==> config.mk <==
export PLATFORM = sky130hd
export DESIGN_NAME = edg_diag_core
export DESIGN_NICKNAME = d
export VERILOG_FILES = /design/src/core/edg_pkg.sv /design/src/core/edg_diag_core.sv
export SDC_FILE = /design/constraint.sdc
export NUM_CORES = 1
export LEC_CHECK = 0
export BUFFER_PORTS_ARGS = -buffer_cell sky130_fd_sc_hd__buf_2
export CORE_AREA = 8 8 197 199
export DETAILED_ROUTE_END_ITERATION = 8
export DIE_AREA = 0 0 205 207
export HOLD_SLACK_MARGIN = 0.06
export SETUP_SLACK_MARGIN = 0.3
export SYNTH_ARGS = -nofsm -noshare
export SYNTH_HDL_FRONTEND = slang
export SYNTH_SLANG_ARGS = --single-unit
==> constraint.sdc <==
create_clock -name clock -period 4.5 [get_ports clock]
set_clock_uncertainty 0.1 [all_clocks]
set_input_delay 0 -clock clock [delete_from_list [all_inputs] [get_ports clock]]
set_output_delay 0 -clock clock [all_outputs]
set_load 0.01 [all_outputs]
==> src/core/edg_pkg.sv <==
// package: object indices, field layouts, reset values and timing for encoder diagnostics
package edg_pkg;

   // ----------------------------------------------------------------
   // channel layout
   // ----------------------------------------------------------------
   localparam int          NUM_CH         = 2;
   localparam int          CNT_W          = 16;           // diagnostic counter width
   localparam logic [15:0] IDX_CH_STRIDE  = 16'h0010;     // index step from channel 1 to 2

   // ----------------------------------------------------------------
   // object indices (channel 1; channel 2 adds the stride to all but restore and command)
   // ----------------------------------------------------------------
   localparam logic [15:0] IDX_INPUT      = 16'h6000;     // cyclic input status
   localparam logic [15:0] IDX_INPUT_X    = 16'h6002;     // cyclic input state word
   localparam logic [15:0] IDX_SETTINGS   = 16'h8000;     // encoder settings
   localparam logic [15:0] IDX_DIAG       = 16'ha000;     // diagnosis data
   localparam logic [15:0] IDX_RESTORE    = 16'h1011;     // restore default parameters
   localparam logic [15:0] IDX_COMMAND    = 16'hfb00;     // command object

   // ----------------------------------------------------------------
   // subindices
   // ----------------------------------------------------------------
   localparam logic [7:0]  SI_STATUS_FLAG = 8'h06;
   localparam logic [7:0]  SI_DATA_INVAL  = 8'h0e;
   localparam logic [7:0]  SI_FILT_DIS    = 8'h08;
   localparam logic [7:0]  SI_PLAUS_EN    = 8'h21;
   localparam logic [7:0]  SI_ERR_STATUS  = 8'h05;
   localparam logic [7:0]  SI_PLAUS_CNT   = 8'h13;
   localparam logic [7:0]  SI_LATCH_CNT   = 8'h14;
   localparam logic [7:0]  SI_GATE_CNT    = 8'h15;
   localparam logic [7:0]  SI_ENC_CNT     = 8'h16;
   localparam logic [7:0]  SI_RESTORE_NUM = 8'h00;
   localparam logic [7:0]  SI_RESTORE_TRG = 8'h01;
   localparam logic [7:0]  SI_CMD_REQ     = 8'h01;

   // ----------------------------------------------------------------
   // values and reset values
   // ----------------------------------------------------------------
   localparam logic [31:0] RESTORE_SIG    = 32'h64616f6c;
   localparam logic [31:0] RESTORE_TRG_RST = 32'h00000000;
   localparam logic [7:0]  RESTORE_NUM    = 8'h01;
   localparam logic        PLAUS_EN_RST   = 1'b0;
   localparam logic        FILT_DIS_RST   = 1'b1;
   localparam logic [31:0] CMD_CLR_CH1    = 32'h00000001;
   localparam logic [31:0] CMD_CLR_CH2    = 32'h00000002;
   localparam logic [15:0] TXT_PLAUS      = 16'h8312;
   localparam logic [15:0] TXT_STATUS_OV  = 16'h8315;

   // ----------------------------------------------------------------
   // timing: status input filter defaults to 100 kHz, the core's FILT_CYC parameter can override it
   // ----------------------------------------------------------------
   localparam int          CLK_PERIOD_NS  = 10;
   localparam int          STATUS_FILT_NS = 10000;
   localparam int          STATUS_FILT_CYC = (STATUS_FILT_NS + CLK_PERIOD_NS - 1) / CLK_PERIOD_NS;
   localparam int          SFC_W          = $clog2(STATUS_FILT_CYC + 1);

   // ----------------------------------------------------------------
   // types
   // ----------------------------------------------------------------
   typedef enum logic [1:0] {BUS_INIT, BUS_PREOP, BUS_SAFEOP, BUS_OP} edg_bus_state_t;

   typedef struct packed {
      logic        rd;
      logic        wr;
      logic [15:0] index;
      logic [7:0]  subindex;
      logic [31:0] wdata;
   } edg_od_req_t;

   typedef struct packed {
      logic        ack;
      logic        err;
      logic [31:0] rdata;
   } edg_od_resp_t;

   typedef struct packed {
      logic        valid;
      logic [15:0] text_code;
      logic        channel;
   } edg_diag_t;

endpackage : edg_pkg

==> src/core/edg_diag_core.sv <==
// module: two-channel encoder input diagnostics with object-dictionary access
`timescale 1ns/100ps
module edg_diag_core
   import edg_pkg::*;
#(
   parameter int CH      = NUM_CH,
   parameter int CW      = CNT_W,
   parameter int FILT_CYC = STATUS_FILT_CYC
) (
   // clock and reset
   input  wire logic            clock,
   input  wire logic            reset,
   // encoder side
   input  wire logic [CH-1:0]   enc_a,
   input  wire logic [CH-1:0]   enc_b,
   input  wire logic [CH-1:0]   status_in,
   input  wire logic [CH-1:0]   status_ovr,
   // filter overshoot pulses from the input filters
   input  wire logic [CH-1:0]   enc_filt_ovr,
   input  wire logic [CH-1:0]   latch_filt_ovr,
   input  wire logic [CH-1:0]   gate_filt_ovr,
   // fieldbus state and object access
   input  wire edg_bus_state_t  bus_state,
   input  wire edg_od_req_t     od_req,
   output      edg_od_resp_t    od_resp,
   // indicators and diagnosis
   output      logic [CH-1:0]   status_led_red,
   output      logic [CH-1:0]   input_data_invalid_flag,
   output      edg_diag_t       diagnosis_text_entry,
   output      logic            restore_defaults
);

   // ----------------------------------------------------------------
   // saturating counter step
   // ----------------------------------------------------------------
   function automatic logic [CW-1:0] sat_inc(input logic [CW-1:0] v);
      sat_inc = (&v) ? v : v + {{(CW-1){1'b0}}, 1'b1};
   endfunction : sat_inc

   // ----------------------------------------------------------------
   // object address decode
   // ----------------------------------------------------------------
   logic             ch_sel;
   logic [15:0]      base_idx;
   logic             ch_ok;
   logic             wr_restore;
   logic             wr_command;
   logic             restore_hit;
   logic             bus_to_op;
   edg_bus_state_t   bus_state_reg;
   logic [31:0]      restore_trg_reg;

   // channel bit sits in index bit 4; all other channel bits must be clear
   assign ch_sel      = od_req.index[4];
   assign base_idx    = od_req.index & ~IDX_CH_STRIDE;
   assign ch_ok       = (32'(ch_sel) < CH);
   assign wr_restore  = od_req.wr && od_req.index == IDX_RESTORE
                        && od_req.subindex == SI_RESTORE_TRG;
   assign wr_command  = od_req.wr && od_req.index == IDX_COMMAND
                        && od_req.subindex == SI_CMD_REQ;
   assign restore_hit = wr_restore && od_req.wdata == RESTORE_SIG;
   assign bus_to_op   = bus_state_reg == BUS_PREOP && bus_state == BUS_OP;

   // ----------------------------------------------------------------
   // per-channel diagnostics
   // ----------------------------------------------------------------
   logic [CH-1:0]    status_flag;
   logic [CH-1:0]    err_status;
   logic [CH-1:0]    plaus_en;
   logic [CH-1:0]    filt_dis;
   logic [CH-1:0]    plaus_err;
   logic [CH-1:0]    ovr_rise;
   logic [CH-1:0]    pend_plaus;
   logic [CH-1:0]    pend_ovr;
   logic [CH-1:0]    grant_plaus;
   logic [CH-1:0]    grant_ovr;
   logic [CW-1:0]    plaus_cnt [CH];
   logic [CW-1:0]    enc_cnt   [CH];
   logic [CW-1:0]    latch_cnt [CH];
   logic [CW-1:0]    gate_cnt  [CH];

   genvar g;
   generate
      for (g = 0; g < CH; g++) begin : g_ch
         logic [$clog2(FILT_CYC + 1)-1:0] filt_cnt_reg;   // sized from the parameter
         logic             a_reg;
         logic             b_reg;
         logic             trk_valid_reg;
         logic             ovr_reg;
         logic             clr_plaus;
         logic             wr_this;
         logic             bad_step;

         assign wr_this   = od_req.wr && ch_ok && 32'(ch_sel) == g
                            && base_idx == IDX_SETTINGS;
         // both tracks toggling in one sample breaks the 90 degree phase relation
         assign bad_step  = (enc_a[g] != a_reg) && (enc_b[g] != b_reg);
         assign plaus_err[g] = plaus_en[g] && trk_valid_reg && bad_step;
         assign ovr_rise[g]  = status_ovr[g] && !ovr_reg;
         assign clr_plaus = bus_to_op
                            || (wr_command && od_req.wdata == (g == 0 ? CMD_CLR_CH1
                                                                      : CMD_CLR_CH2));

         // status input: new level accepted only after staying put for the filter time
         always_ff @(posedge clock) begin
            if (reset) begin
               filt_cnt_reg   <= '0;
               status_flag[g] <= 1'b1;
            end else if (status_in[g] == status_flag[g]) begin
               filt_cnt_reg   <= '0;
            end else if (32'(filt_cnt_reg) >= FILT_CYC - 1) begin
               filt_cnt_reg   <= '0;
               status_flag[g] <= status_in[g];
            end else begin
               filt_cnt_reg   <= filt_cnt_reg + 1'b1;
            end
         end

         // overvoltage error follows the detector level
         always_ff @(posedge clock) begin
            if (reset) begin
               ovr_reg       <= 1'b0;
               err_status[g] <= 1'b0;
            end else begin
               ovr_reg       <= status_ovr[g];
               err_status[g] <= status_ovr[g];
            end
         end

         // indicator red on a faulty encoder or on overvoltage
         always_ff @(posedge clock) begin
            if (reset) begin
               status_led_red[g] <= 1'b0;
            end else begin
               status_led_red[g] <= !status_flag[g] || status_ovr[g];
            end
         end

         // track history; the first sample after reset has no valid predecessor
         always_ff @(posedge clock) begin
            if (reset) begin
               a_reg         <= 1'b0;
               b_reg         <= 1'b0;
               trk_valid_reg <= 1'b0;
            end else begin
               a_reg         <= enc_a[g];
               b_reg         <= enc_b[g];
               trk_valid_reg <= 1'b1;
            end
         end

         // plausibility counter and data-invalid flag; a new error beats a clear
         always_ff @(posedge clock) begin
            if (reset) begin
               plaus_cnt[g]               <= '0;
               input_data_invalid_flag[g] <= 1'b0;
            end else if (plaus_err[g]) begin
               plaus_cnt[g]               <= clr_plaus ? CW'(1) : sat_inc(plaus_cnt[g]);
               input_data_invalid_flag[g] <= 1'b1;
            end else if (clr_plaus) begin
               plaus_cnt[g]               <= '0;
               input_data_invalid_flag[g] <= 1'b0;
            end
         end

         // filter overshoot counters, one per input group
         always_ff @(posedge clock) begin
            if (reset) begin
               enc_cnt[g]   <= '0;
               latch_cnt[g] <= '0;
               gate_cnt[g]  <= '0;
            end else begin
               if (enc_filt_ovr[g] && !filt_dis[g]) enc_cnt[g] <= sat_inc(enc_cnt[g]);
               if (latch_filt_ovr[g]) latch_cnt[g] <= sat_inc(latch_cnt[g]);
               if (gate_filt_ovr[g])  gate_cnt[g]  <= sat_inc(gate_cnt[g]);
            end
         end

         // settings objects; restore puts them back to delivery values
         always_ff @(posedge clock) begin
            if (reset || restore_hit) begin
               plaus_en[g] <= PLAUS_EN_RST;
               filt_dis[g] <= FILT_DIS_RST;
            end else if (wr_this && od_req.subindex == SI_PLAUS_EN) begin
               plaus_en[g] <= od_req.wdata[0];
            end else if (wr_this && od_req.subindex == SI_FILT_DIS) begin
               filt_dis[g] <= od_req.wdata[0];
            end
         end

         // pending diagnosis entries; the set wins over the grant
         always_ff @(posedge clock) begin
            if (reset) begin
               pend_plaus[g] <= 1'b0;
               pend_ovr[g]   <= 1'b0;
            end else begin
               pend_plaus[g] <= (pend_plaus[g] && !grant_plaus[g]) || plaus_err[g];
               pend_ovr[g]   <= (pend_ovr[g] && !grant_ovr[g]) || ovr_rise[g];
            end
         end
      end
   endgenerate

   // ----------------------------------------------------------------
   // diagnosis arbiter: one entry per cycle, plausibility first, low channel first
   // ----------------------------------------------------------------
   logic [2*CH-1:0]  pend_all;
   logic [2*CH-1:0]  grant_all;
   logic [2*CH-1:0]  grant_code;
   logic             grant_chan;

   assign pend_all   = {pend_ovr, pend_plaus};
   assign grant_all  = pend_all & (~pend_all + 1'b1);    // lowest set bit
   assign {grant_ovr, grant_plaus} = grant_all;
   assign grant_code = grant_all;
   assign grant_chan = |(grant_plaus & ~CH'(1)) || |(grant_ovr & ~CH'(1));

   // entries wait in the pending bits; a repeat event while its own entry still waits merges into it
   always_ff @(posedge clock) begin
      if (reset) begin
         diagnosis_text_entry <= '0;
      end else begin
         diagnosis_text_entry.valid     <= |grant_code;
         diagnosis_text_entry.text_code <= (|grant_plaus) ? TXT_PLAUS : TXT_STATUS_OV;
         diagnosis_text_entry.channel   <= grant_chan;
      end
   end

   // ----------------------------------------------------------------
   // restore trigger and bus state history
   // ----------------------------------------------------------------
   always_ff @(posedge clock) begin
      if (reset) begin
         restore_trg_reg  <= RESTORE_TRG_RST;
         restore_defaults <= 1'b0;
         bus_state_reg    <= BUS_INIT;
      end else begin
         if (wr_restore) restore_trg_reg <= od_req.wdata;
         restore_defaults <= restore_hit;
         bus_state_reg    <= bus_state;
      end
   end

   // ----------------------------------------------------------------
   // object read multiplexer and access answer
   // ----------------------------------------------------------------
   logic [31:0]      rd_val;
   logic             rd_hit;
   logic             wr_hit;

   always_comb begin
      rd_val = '0;
      rd_hit = 1'b1;
      if (od_req.index == IDX_RESTORE && od_req.subindex == SI_RESTORE_NUM) begin
         rd_val = 32'(RESTORE_NUM);
      end else if (od_req.index == IDX_RESTORE && od_req.subindex == SI_RESTORE_TRG) begin
         rd_val = restore_trg_reg;
      end else if (!ch_ok) begin
         rd_hit = 1'b0;
      end else if (base_idx == IDX_INPUT && od_req.subindex == SI_STATUS_FLAG) begin
         rd_val = 32'(status_flag[ch_sel]);
      end else if (base_idx == IDX_INPUT_X && od_req.subindex == SI_DATA_INVAL) begin
         rd_val = 32'(input_data_invalid_flag[ch_sel]);
      end else if (base_idx == IDX_SETTINGS && od_req.subindex == SI_PLAUS_EN) begin
         rd_val = 32'(plaus_en[ch_sel]);
      end else if (base_idx == IDX_SETTINGS && od_req.subindex == SI_FILT_DIS) begin
         rd_val = 32'(filt_dis[ch_sel]);
      end else if (base_idx == IDX_DIAG && od_req.subindex == SI_ERR_STATUS) begin
         rd_val = 32'(err_status[ch_sel]);
      end else if (base_idx == IDX_DIAG && od_req.subindex == SI_PLAUS_CNT) begin
         rd_val = 32'(plaus_cnt[ch_sel]);
      end else if (base_idx == IDX_DIAG && od_req.subindex == SI_LATCH_CNT) begin
         rd_val = 32'(latch_cnt[ch_sel]);
      end else if (base_idx == IDX_DIAG && od_req.subindex == SI_GATE_CNT) begin
         rd_val = 32'(gate_cnt[ch_sel]);
      end else if (base_idx == IDX_DIAG && od_req.subindex == SI_ENC_CNT) begin
         rd_val = 32'(enc_cnt[ch_sel]);
      end else begin
         rd_hit = 1'b0;
      end
   end

   // writable objects: restore trigger, command request, the two settings
   assign wr_hit = wr_restore || wr_command
                   || (ch_ok && base_idx == IDX_SETTINGS
                       && (od_req.subindex == SI_PLAUS_EN || od_req.subindex == SI_FILT_DIS));

   // answer one cycle after the request; unknown objects answer with err
   always_ff @(posedge clock) begin
      if (reset) begin
         od_resp <= '0;
      end else begin
         od_resp.ack   <= od_req.rd || od_req.wr;
         od_resp.err   <= (od_req.rd && !rd_hit) || (od_req.wr && !wr_hit);
         od_resp.rdata <= (od_req.rd && rd_hit) ? rd_val : '0;
      end
   end

endmodule : edg_diag_core

# == Yosys cells after proc, flatten, opt, wreduce, memory -nomap -nowiden ==
# Memory sizes are Yosys's and may differ from the RTL's.
# Index checks and enable logic that the tools add are counted.
# totals
register_bits,128
mem_bits_rw,128
inputBits,76
out_inout_bits,57
elab_cells,281
n_memories,4
# memory_table
name,words,width,rd,rd_ports_with_merged_regs,write_ports,line_no,rtl
enc_cnt,2,16,3,0,2,edg_diag_core.sv:78,logic [CW-1:0] enc_cnt [CH];
gate_cnt,2,16,3,0,2,edg_diag_core.sv:80,logic [CW-1:0] gate_cnt [CH];
latch_cnt,2,16,3,0,2,edg_diag_core.sv:79,logic [CW-1:0] latch_cnt [CH];
plaus_cnt,2,16,3,0,2,edg_diag_core.sv:77,logic [CW-1:0] plaus_cnt [CH];
# classes
n_addsub,11
magnitude_cmp,3
eq_ne,27
n_mux,92
n_bitwise,18
reduce_logical,93
# ops
cell,n
2-to-1 mux 16 bit,29
"adder 16 x 1 -> 16 bit, second input constant",8
AND reduction 16 bit,8
2-to-1 mux 1 bit,61
logical AND 1 bit,45
"equality test 32 x 1 -> 1 bit, second input constant",1
"equality test 32 x 2 -> 1 bit, second input constant",1
"equality test 32 x 31 -> 1 bit, second input constant",1
"equality test 8 x 5 -> 1 bit, second input constant",4
2-to-1 mux 32 bit,1
"equality test 15 x 14 -> 1 bit, second input constant",2
"equality test 15 bit, second input constant",2
"adder 10 x 1 -> 10 bit, second input constant",2
"greater-or-equal comparator 10 bit, second input constant",2
"equality test 16 x 13 -> 1 bit, second input constant",1
"equality test 16 bit, second input constant",1
"equality test 8 x 3 -> 1 bit, second input constant",2
"equality test 8 x 4 -> 1 bit, second input constant",2
logical OR 1 bit,15
logical NOT 1 bit,12
OR 1 bit,10
OR reduction 3 bit,3
"equality test 8 x 1 -> 1 bit, second input constant",1
"equality test 8 x 6 -> 1 bit, second input constant",1
other kinds (15),29

# == Logic depth before layout (Yosys ltp) ==
# logic_depth
ltp_word,16
depth_mapped,9
depth_no_buf,7

# == Least setup slack after synthesis ==
# OpenSTA, ideal clock, no wires.
# synth_path
kind,register to register
from,memory enc_cnt[1][4] (netlist name)
to,memory enc_cnt[1][0] (netlist name) (enable)
setup_ps,411
arrival_ps,2632
t_required_ps,3989
path_slack_ps,1357
path_stages_with_launch,7
n_path_buf,0
synth_period_minus_slack_ps,3143
path_cell_list,edfxtp_1 and3_1 and3_1 and4_1 and4_1 and3_1 o21ai_0
# synth_lines
element,line_no
"start, declared",edg_diag_core.sv:78

# == Worst setup path in the final report ==
# layout_path
from,input port od_req[47] (netlist name)
to,register od_resp[7] (netlist name)
# layout_via
elab_chain_cells,16
word_cells_on_any_way,40
classes_between,eq/ne (5); mux (21); bitwise (1); reduce/logical (13)
# layout_lines
element,line_no,rtl
"start, declared",edg_diag_core.sv:24,"input wire edg_od_req_t od_req,"
equality test 15 bit,-,
logical AND 1 bit,edg_diag_core.sv:276,end else if (base_idx == IDX_DIAG && od_req.subindex == SI_ENC_CNT) begin
2-to-1 mux 1 bit,edg_diag_core.sv:276,
2-to-1 mux 1 bit,edg_diag_core.sv:274,end else if (base_idx == IDX_DIAG && od_req.subindex == SI_GATE_CNT) begin
2-to-1 mux 1 bit,edg_diag_core.sv:272,end else if (base_idx == IDX_DIAG && od_req.subindex == SI_LATCH_CNT) begin
2-to-1 mux 1 bit,edg_diag_core.sv:270,end else if (base_idx == IDX_DIAG && od_req.subindex == SI_PLAUS_CNT) begin
2-to-1 mux 1 bit,edg_diag_core.sv:268,end else if (base_idx == IDX_DIAG && od_req.subindex == SI_ERR_STATUS) begin
2-to-1 mux 1 bit,edg_diag_core.sv:266,end else if (base_idx == IDX_SETTINGS && od_req.subindex == SI_FILT_DIS) begin
2-to-1 mux 1 bit,edg_diag_core.sv:264,end else if (base_idx == IDX_SETTINGS && od_req.subindex == SI_PLAUS_EN) begin
2-to-1 mux 1 bit,edg_diag_core.sv:262,end else if (base_idx == IDX_INPUT_X && od_req.subindex == SI_DATA_INVAL) begin
2-to-1 mux 1 bit,edg_diag_core.sv:260,end else if (base_idx == IDX_INPUT && od_req.subindex == SI_STATUS_FLAG) begin
2-to-1 mux 1 bit,edg_diag_core.sv:256,end else if (od_req.index == IDX_RESTORE && od_req.subindex == SI_RESTORE_TRG) begin
2-to-1 mux 1 bit,edg_diag_core.sv:254,if (od_req.index == IDX_RESTORE && od_req.subindex == SI_RESTORE_NUM) begin
logical AND 1 bit,edg_diag_core.sv:295,od_resp.rdata <= (od_req.rd && rd_hit) ? rd_val : '0;
inverter 1 bit (no source line),-,
OR reduction 3 bit (no source line),-,
"end, declared",edg_diag_core.sv:25,"output edg_od_resp_t od_resp,"
# Parallel ways exist; a longest one is shown, timed or not.
# A chain may end at the register's enable or synchronous reset.

==> reports/results.ini <==
[clock_tree]
tritoncts = done
cts_inserted_buffers = 27
clock_latency_ps = 540
cts_root_buf = clkbuf_16
clk_pin_slew_ps = 60
postCtsSetupRepairBufs = 0
ctsLongestPathBuffers = 3
cts_htree_levels = 1
cts_resized = 0
clock_sinks = 243

[die]
ios = 133
die-width_um = 205
rows = 70
die_h_um = 207
die-area_um2 = 42440
initial_core_util_pct = 34.27
coreArea_um2 = 35910

[sta]
finalCritPeriodShare_pct = 76.37
rsz0062_at_grt = no
hold_viol = 0
setup_viol = 0
hold-worst-slack_ps = 82.25
worst_pin_slew_ps = 1043
clock.fmax_mhz = 291.0
setup_tns_ps = 0
layout_setup_ws_ps = 1063
slew_headroom_pct = 30.22
fin_crit_ps = 3437
slew_viol_final = 0

[cells_and_area]
finalNetCount = 1537
largest_register = od_resp
final_common_cell = nor2_1
fillCellCount = 3496
final_cell_mix = nor2_1 (162), nand2_1 (149), edfxtp_1 (128)
drive_gt1_share_pct = 15.76
area_growth_pct = 23.68
final_area_um2 = 15220
largest_reg_flops = 34

[global_route]
grt_max_degree = 56
grt-ovfl-total = 0
grt_usage_pct = 16.18
grt_pass1_vias = 9969
grt_antenna_before_repair = 2
grt_pass1_wl_um = 55810

[worst_setup_path]
cp.arrival_ps = 3800
endpoint_kind = register
reg2reg_from = enc_cnt[1][4]$_SDFFCE_PN0P_
critPathLaunch = od_req[47]
cp_slowest_cell = nor3_2
critPathTopFamily = buffers and inverters
rr_worst_depth = 7
reg2reg_slack_ps = 1790
critPathMaxStageDelay_ps = 680
cp_num_buf_inv = 4
worst-setup-path-type = in -> reg
crit_cells = 9
crit_fanout = 14
worstPathRequired_ps = 4860
cp-start-kind = input port
crit_end = od_resp[7]$_SDFF_PP0_
cp_cell_sequence = dlygate4sd3_1, buf_2, nor4b_4, dlygate4sd3_1, nand4b_4, dlygate4sd3_1, nor3_2, a222oi_1, a21oi_2
timing.rr.end = enc_cnt[1][11]$_SDFFCE_PN0P_
crit_top_cell = dlygate4sd3_1

[logic_synthesis]
syn_area_um2 = 12310
synth_cell_types = 65
synth_top_area_share_pct = 31.23
synth_warnings = 0
netlist_instances = 1241
ys_top_cells_by_area = edfxtp_1 (31%), dfxtp_1 (19%), xor2_1 (5.3%), nor2_1 (4.9%), nand2_1 (4.5%)
ys_seq_elements = 243
synthArstFlopShare_pct = 0
synth-main-ff-cell = edfxtp_1
synth_edf_count = 128
synth-seq-area-share_pct = 49.94
avgSynthCellArea_um2 = 9.917
yosysTopAreaCell = edfxtp_1

[min_path]
hp-class = in -> reg
min_path_cells = 6

[flow_run]
cap_violations = 0

[routing]
drt-initial-drc-count = 689
post_drt_via_cell_ratio = 5.174
ant_nets = 0
drt-pass1-iter-count = 6
wl_um = 35770
drcViolationCount = 0
routed-via-count = 10050
wl_per_cell_um = 18.42

[placed_design]
placed_cell_area_um2 = 13280
dp_hpwl_um = 25120
pre_cts_ws_ps = 1594
io_buffers = 123
place.gp.congestion = 0.8563

[power]
fin_total_pwr_mw = 5.064
p_leak_nw = 5.700
power_density_nw_per_um2 = 332.7
ir_drop_mv = 0.2387

[outcome]
status = finished clean

==> report_power, final <==
group | switching, mW | total [mW] | internal [mW]
Combinational | 0.200 | 0.362 | 0.161
Clock | 0.939 | 2.21 | 1.27
Sequential | 0.0849 | 2.49 | 2.41
Total | 1.22 | 5.06 | 3.84
==> how the worst min path moves through the flow <==
stage / from / to / slack, ps
global route: od_req[42] / od_resp[0]$_SDFF_PP0_ / 140
CTS: od_req[42] / od_resp[0]$_SDFF_PP0_ / 60
detailed placement: od_req[57] / od_resp[33]$_SDFF_PP0_ / 140
finish: od_req[42] / od_resp[0]$_SDFF_PP0_ / 80
global placement: od_req[57] / od_resp[33]$_SDFF_PP0_ / 120
floorplan: od_req[57] / od_resp[33]$_SDFF_PP0_ / 20
==> metal layers <==
metal	track usage (%)	vias to the layer above	share of wire (%)
met5	0	-	0
met4	5.079	0	2.7
met2	26.39	329	47
met1	21.94	4807	45
met3	2.091	54	6.0
li1	-	4857	-
==> worst min-delay path, stage by stage <==
cell	delay, ps
buf_2	110
nor3_4	70
nand2_1	70
nand4b_1	170
nand2_1	60
and3_1	180
==> cell families (layout without fill, tap and decap cells) <==
group,count (synthesis),after routing,share of synthesized area [%]
AOI/OAI and AO/OA,140,140,7.483
muxes,73,73,6.354
and+or+nand+nor,582,582,23.94
buffers and inverters,76,299,2.979
other,1,11,0.03047
xor gates and xnor gates,116,116,8.255
adders and majority gates,10,10,1.017
DFF,243,243,49.94
==> through the flow <==
step | util (%) | cells
after CTS | 42.37 | 1940
final | 42.39 | 1942
after floorplan | - | 1249
after global routing | 42.39 | 1942
after global placement | 36.98 | 1784
after detailed placement | 36.98 | 1784
==> cells in the mapped netlist (3+ instances only) <==
library cell	n
nor2_1	162
nand2_1	149
edfxtp_1	128
dfxtp_1	115
xor2_1	75
nand3_1	60
a21oi_1	59
and3_1	44
mux2i_1	41
xnor2_1	41
nand4_1	36
clkbuf_1	32
mux2_2	31
and2_1	22
o21ai_0	20
nor4_1	18
and4_1	17
or3_1	15
buf_4	14
o22a_1	14
a222oi_1	13
buf_2	11
nor2b_1	11
nor3_1	11
a21oi_2	10
ha_1	10
inv_1	10
buf_1	5
nor4bb_1	5
a22oi_1	4
nor3b_1	4
a21o_1	3
a31oi_1	3
nor2_2	3
or2_2	3
==> final cells by class <==
cell class | instances | area [um2] | area share [%]
flip-flops and latches | 243 | 6146 | 40.38
well taps | 468 | 585.6 | 3.847
inverters | 12 | 45.04 | 0.2959
clock inverters | 10 | 90.09 | 0.5919
diodes | 2 | 5.005 | 0.03288
repair buffers | 237 | 1739 | 11.43
multi-input cells | 930 | 5824 | 38.27
clock buffers | 40 | 785.8 | 5.162
==> timing repair <==
action	in CTS	in global routing
setup endpoints to repair	0	0
hold buffers	106	0
hold endpoints to repair	111	0
Note: power is estimated with default switching activity, not from simulation.
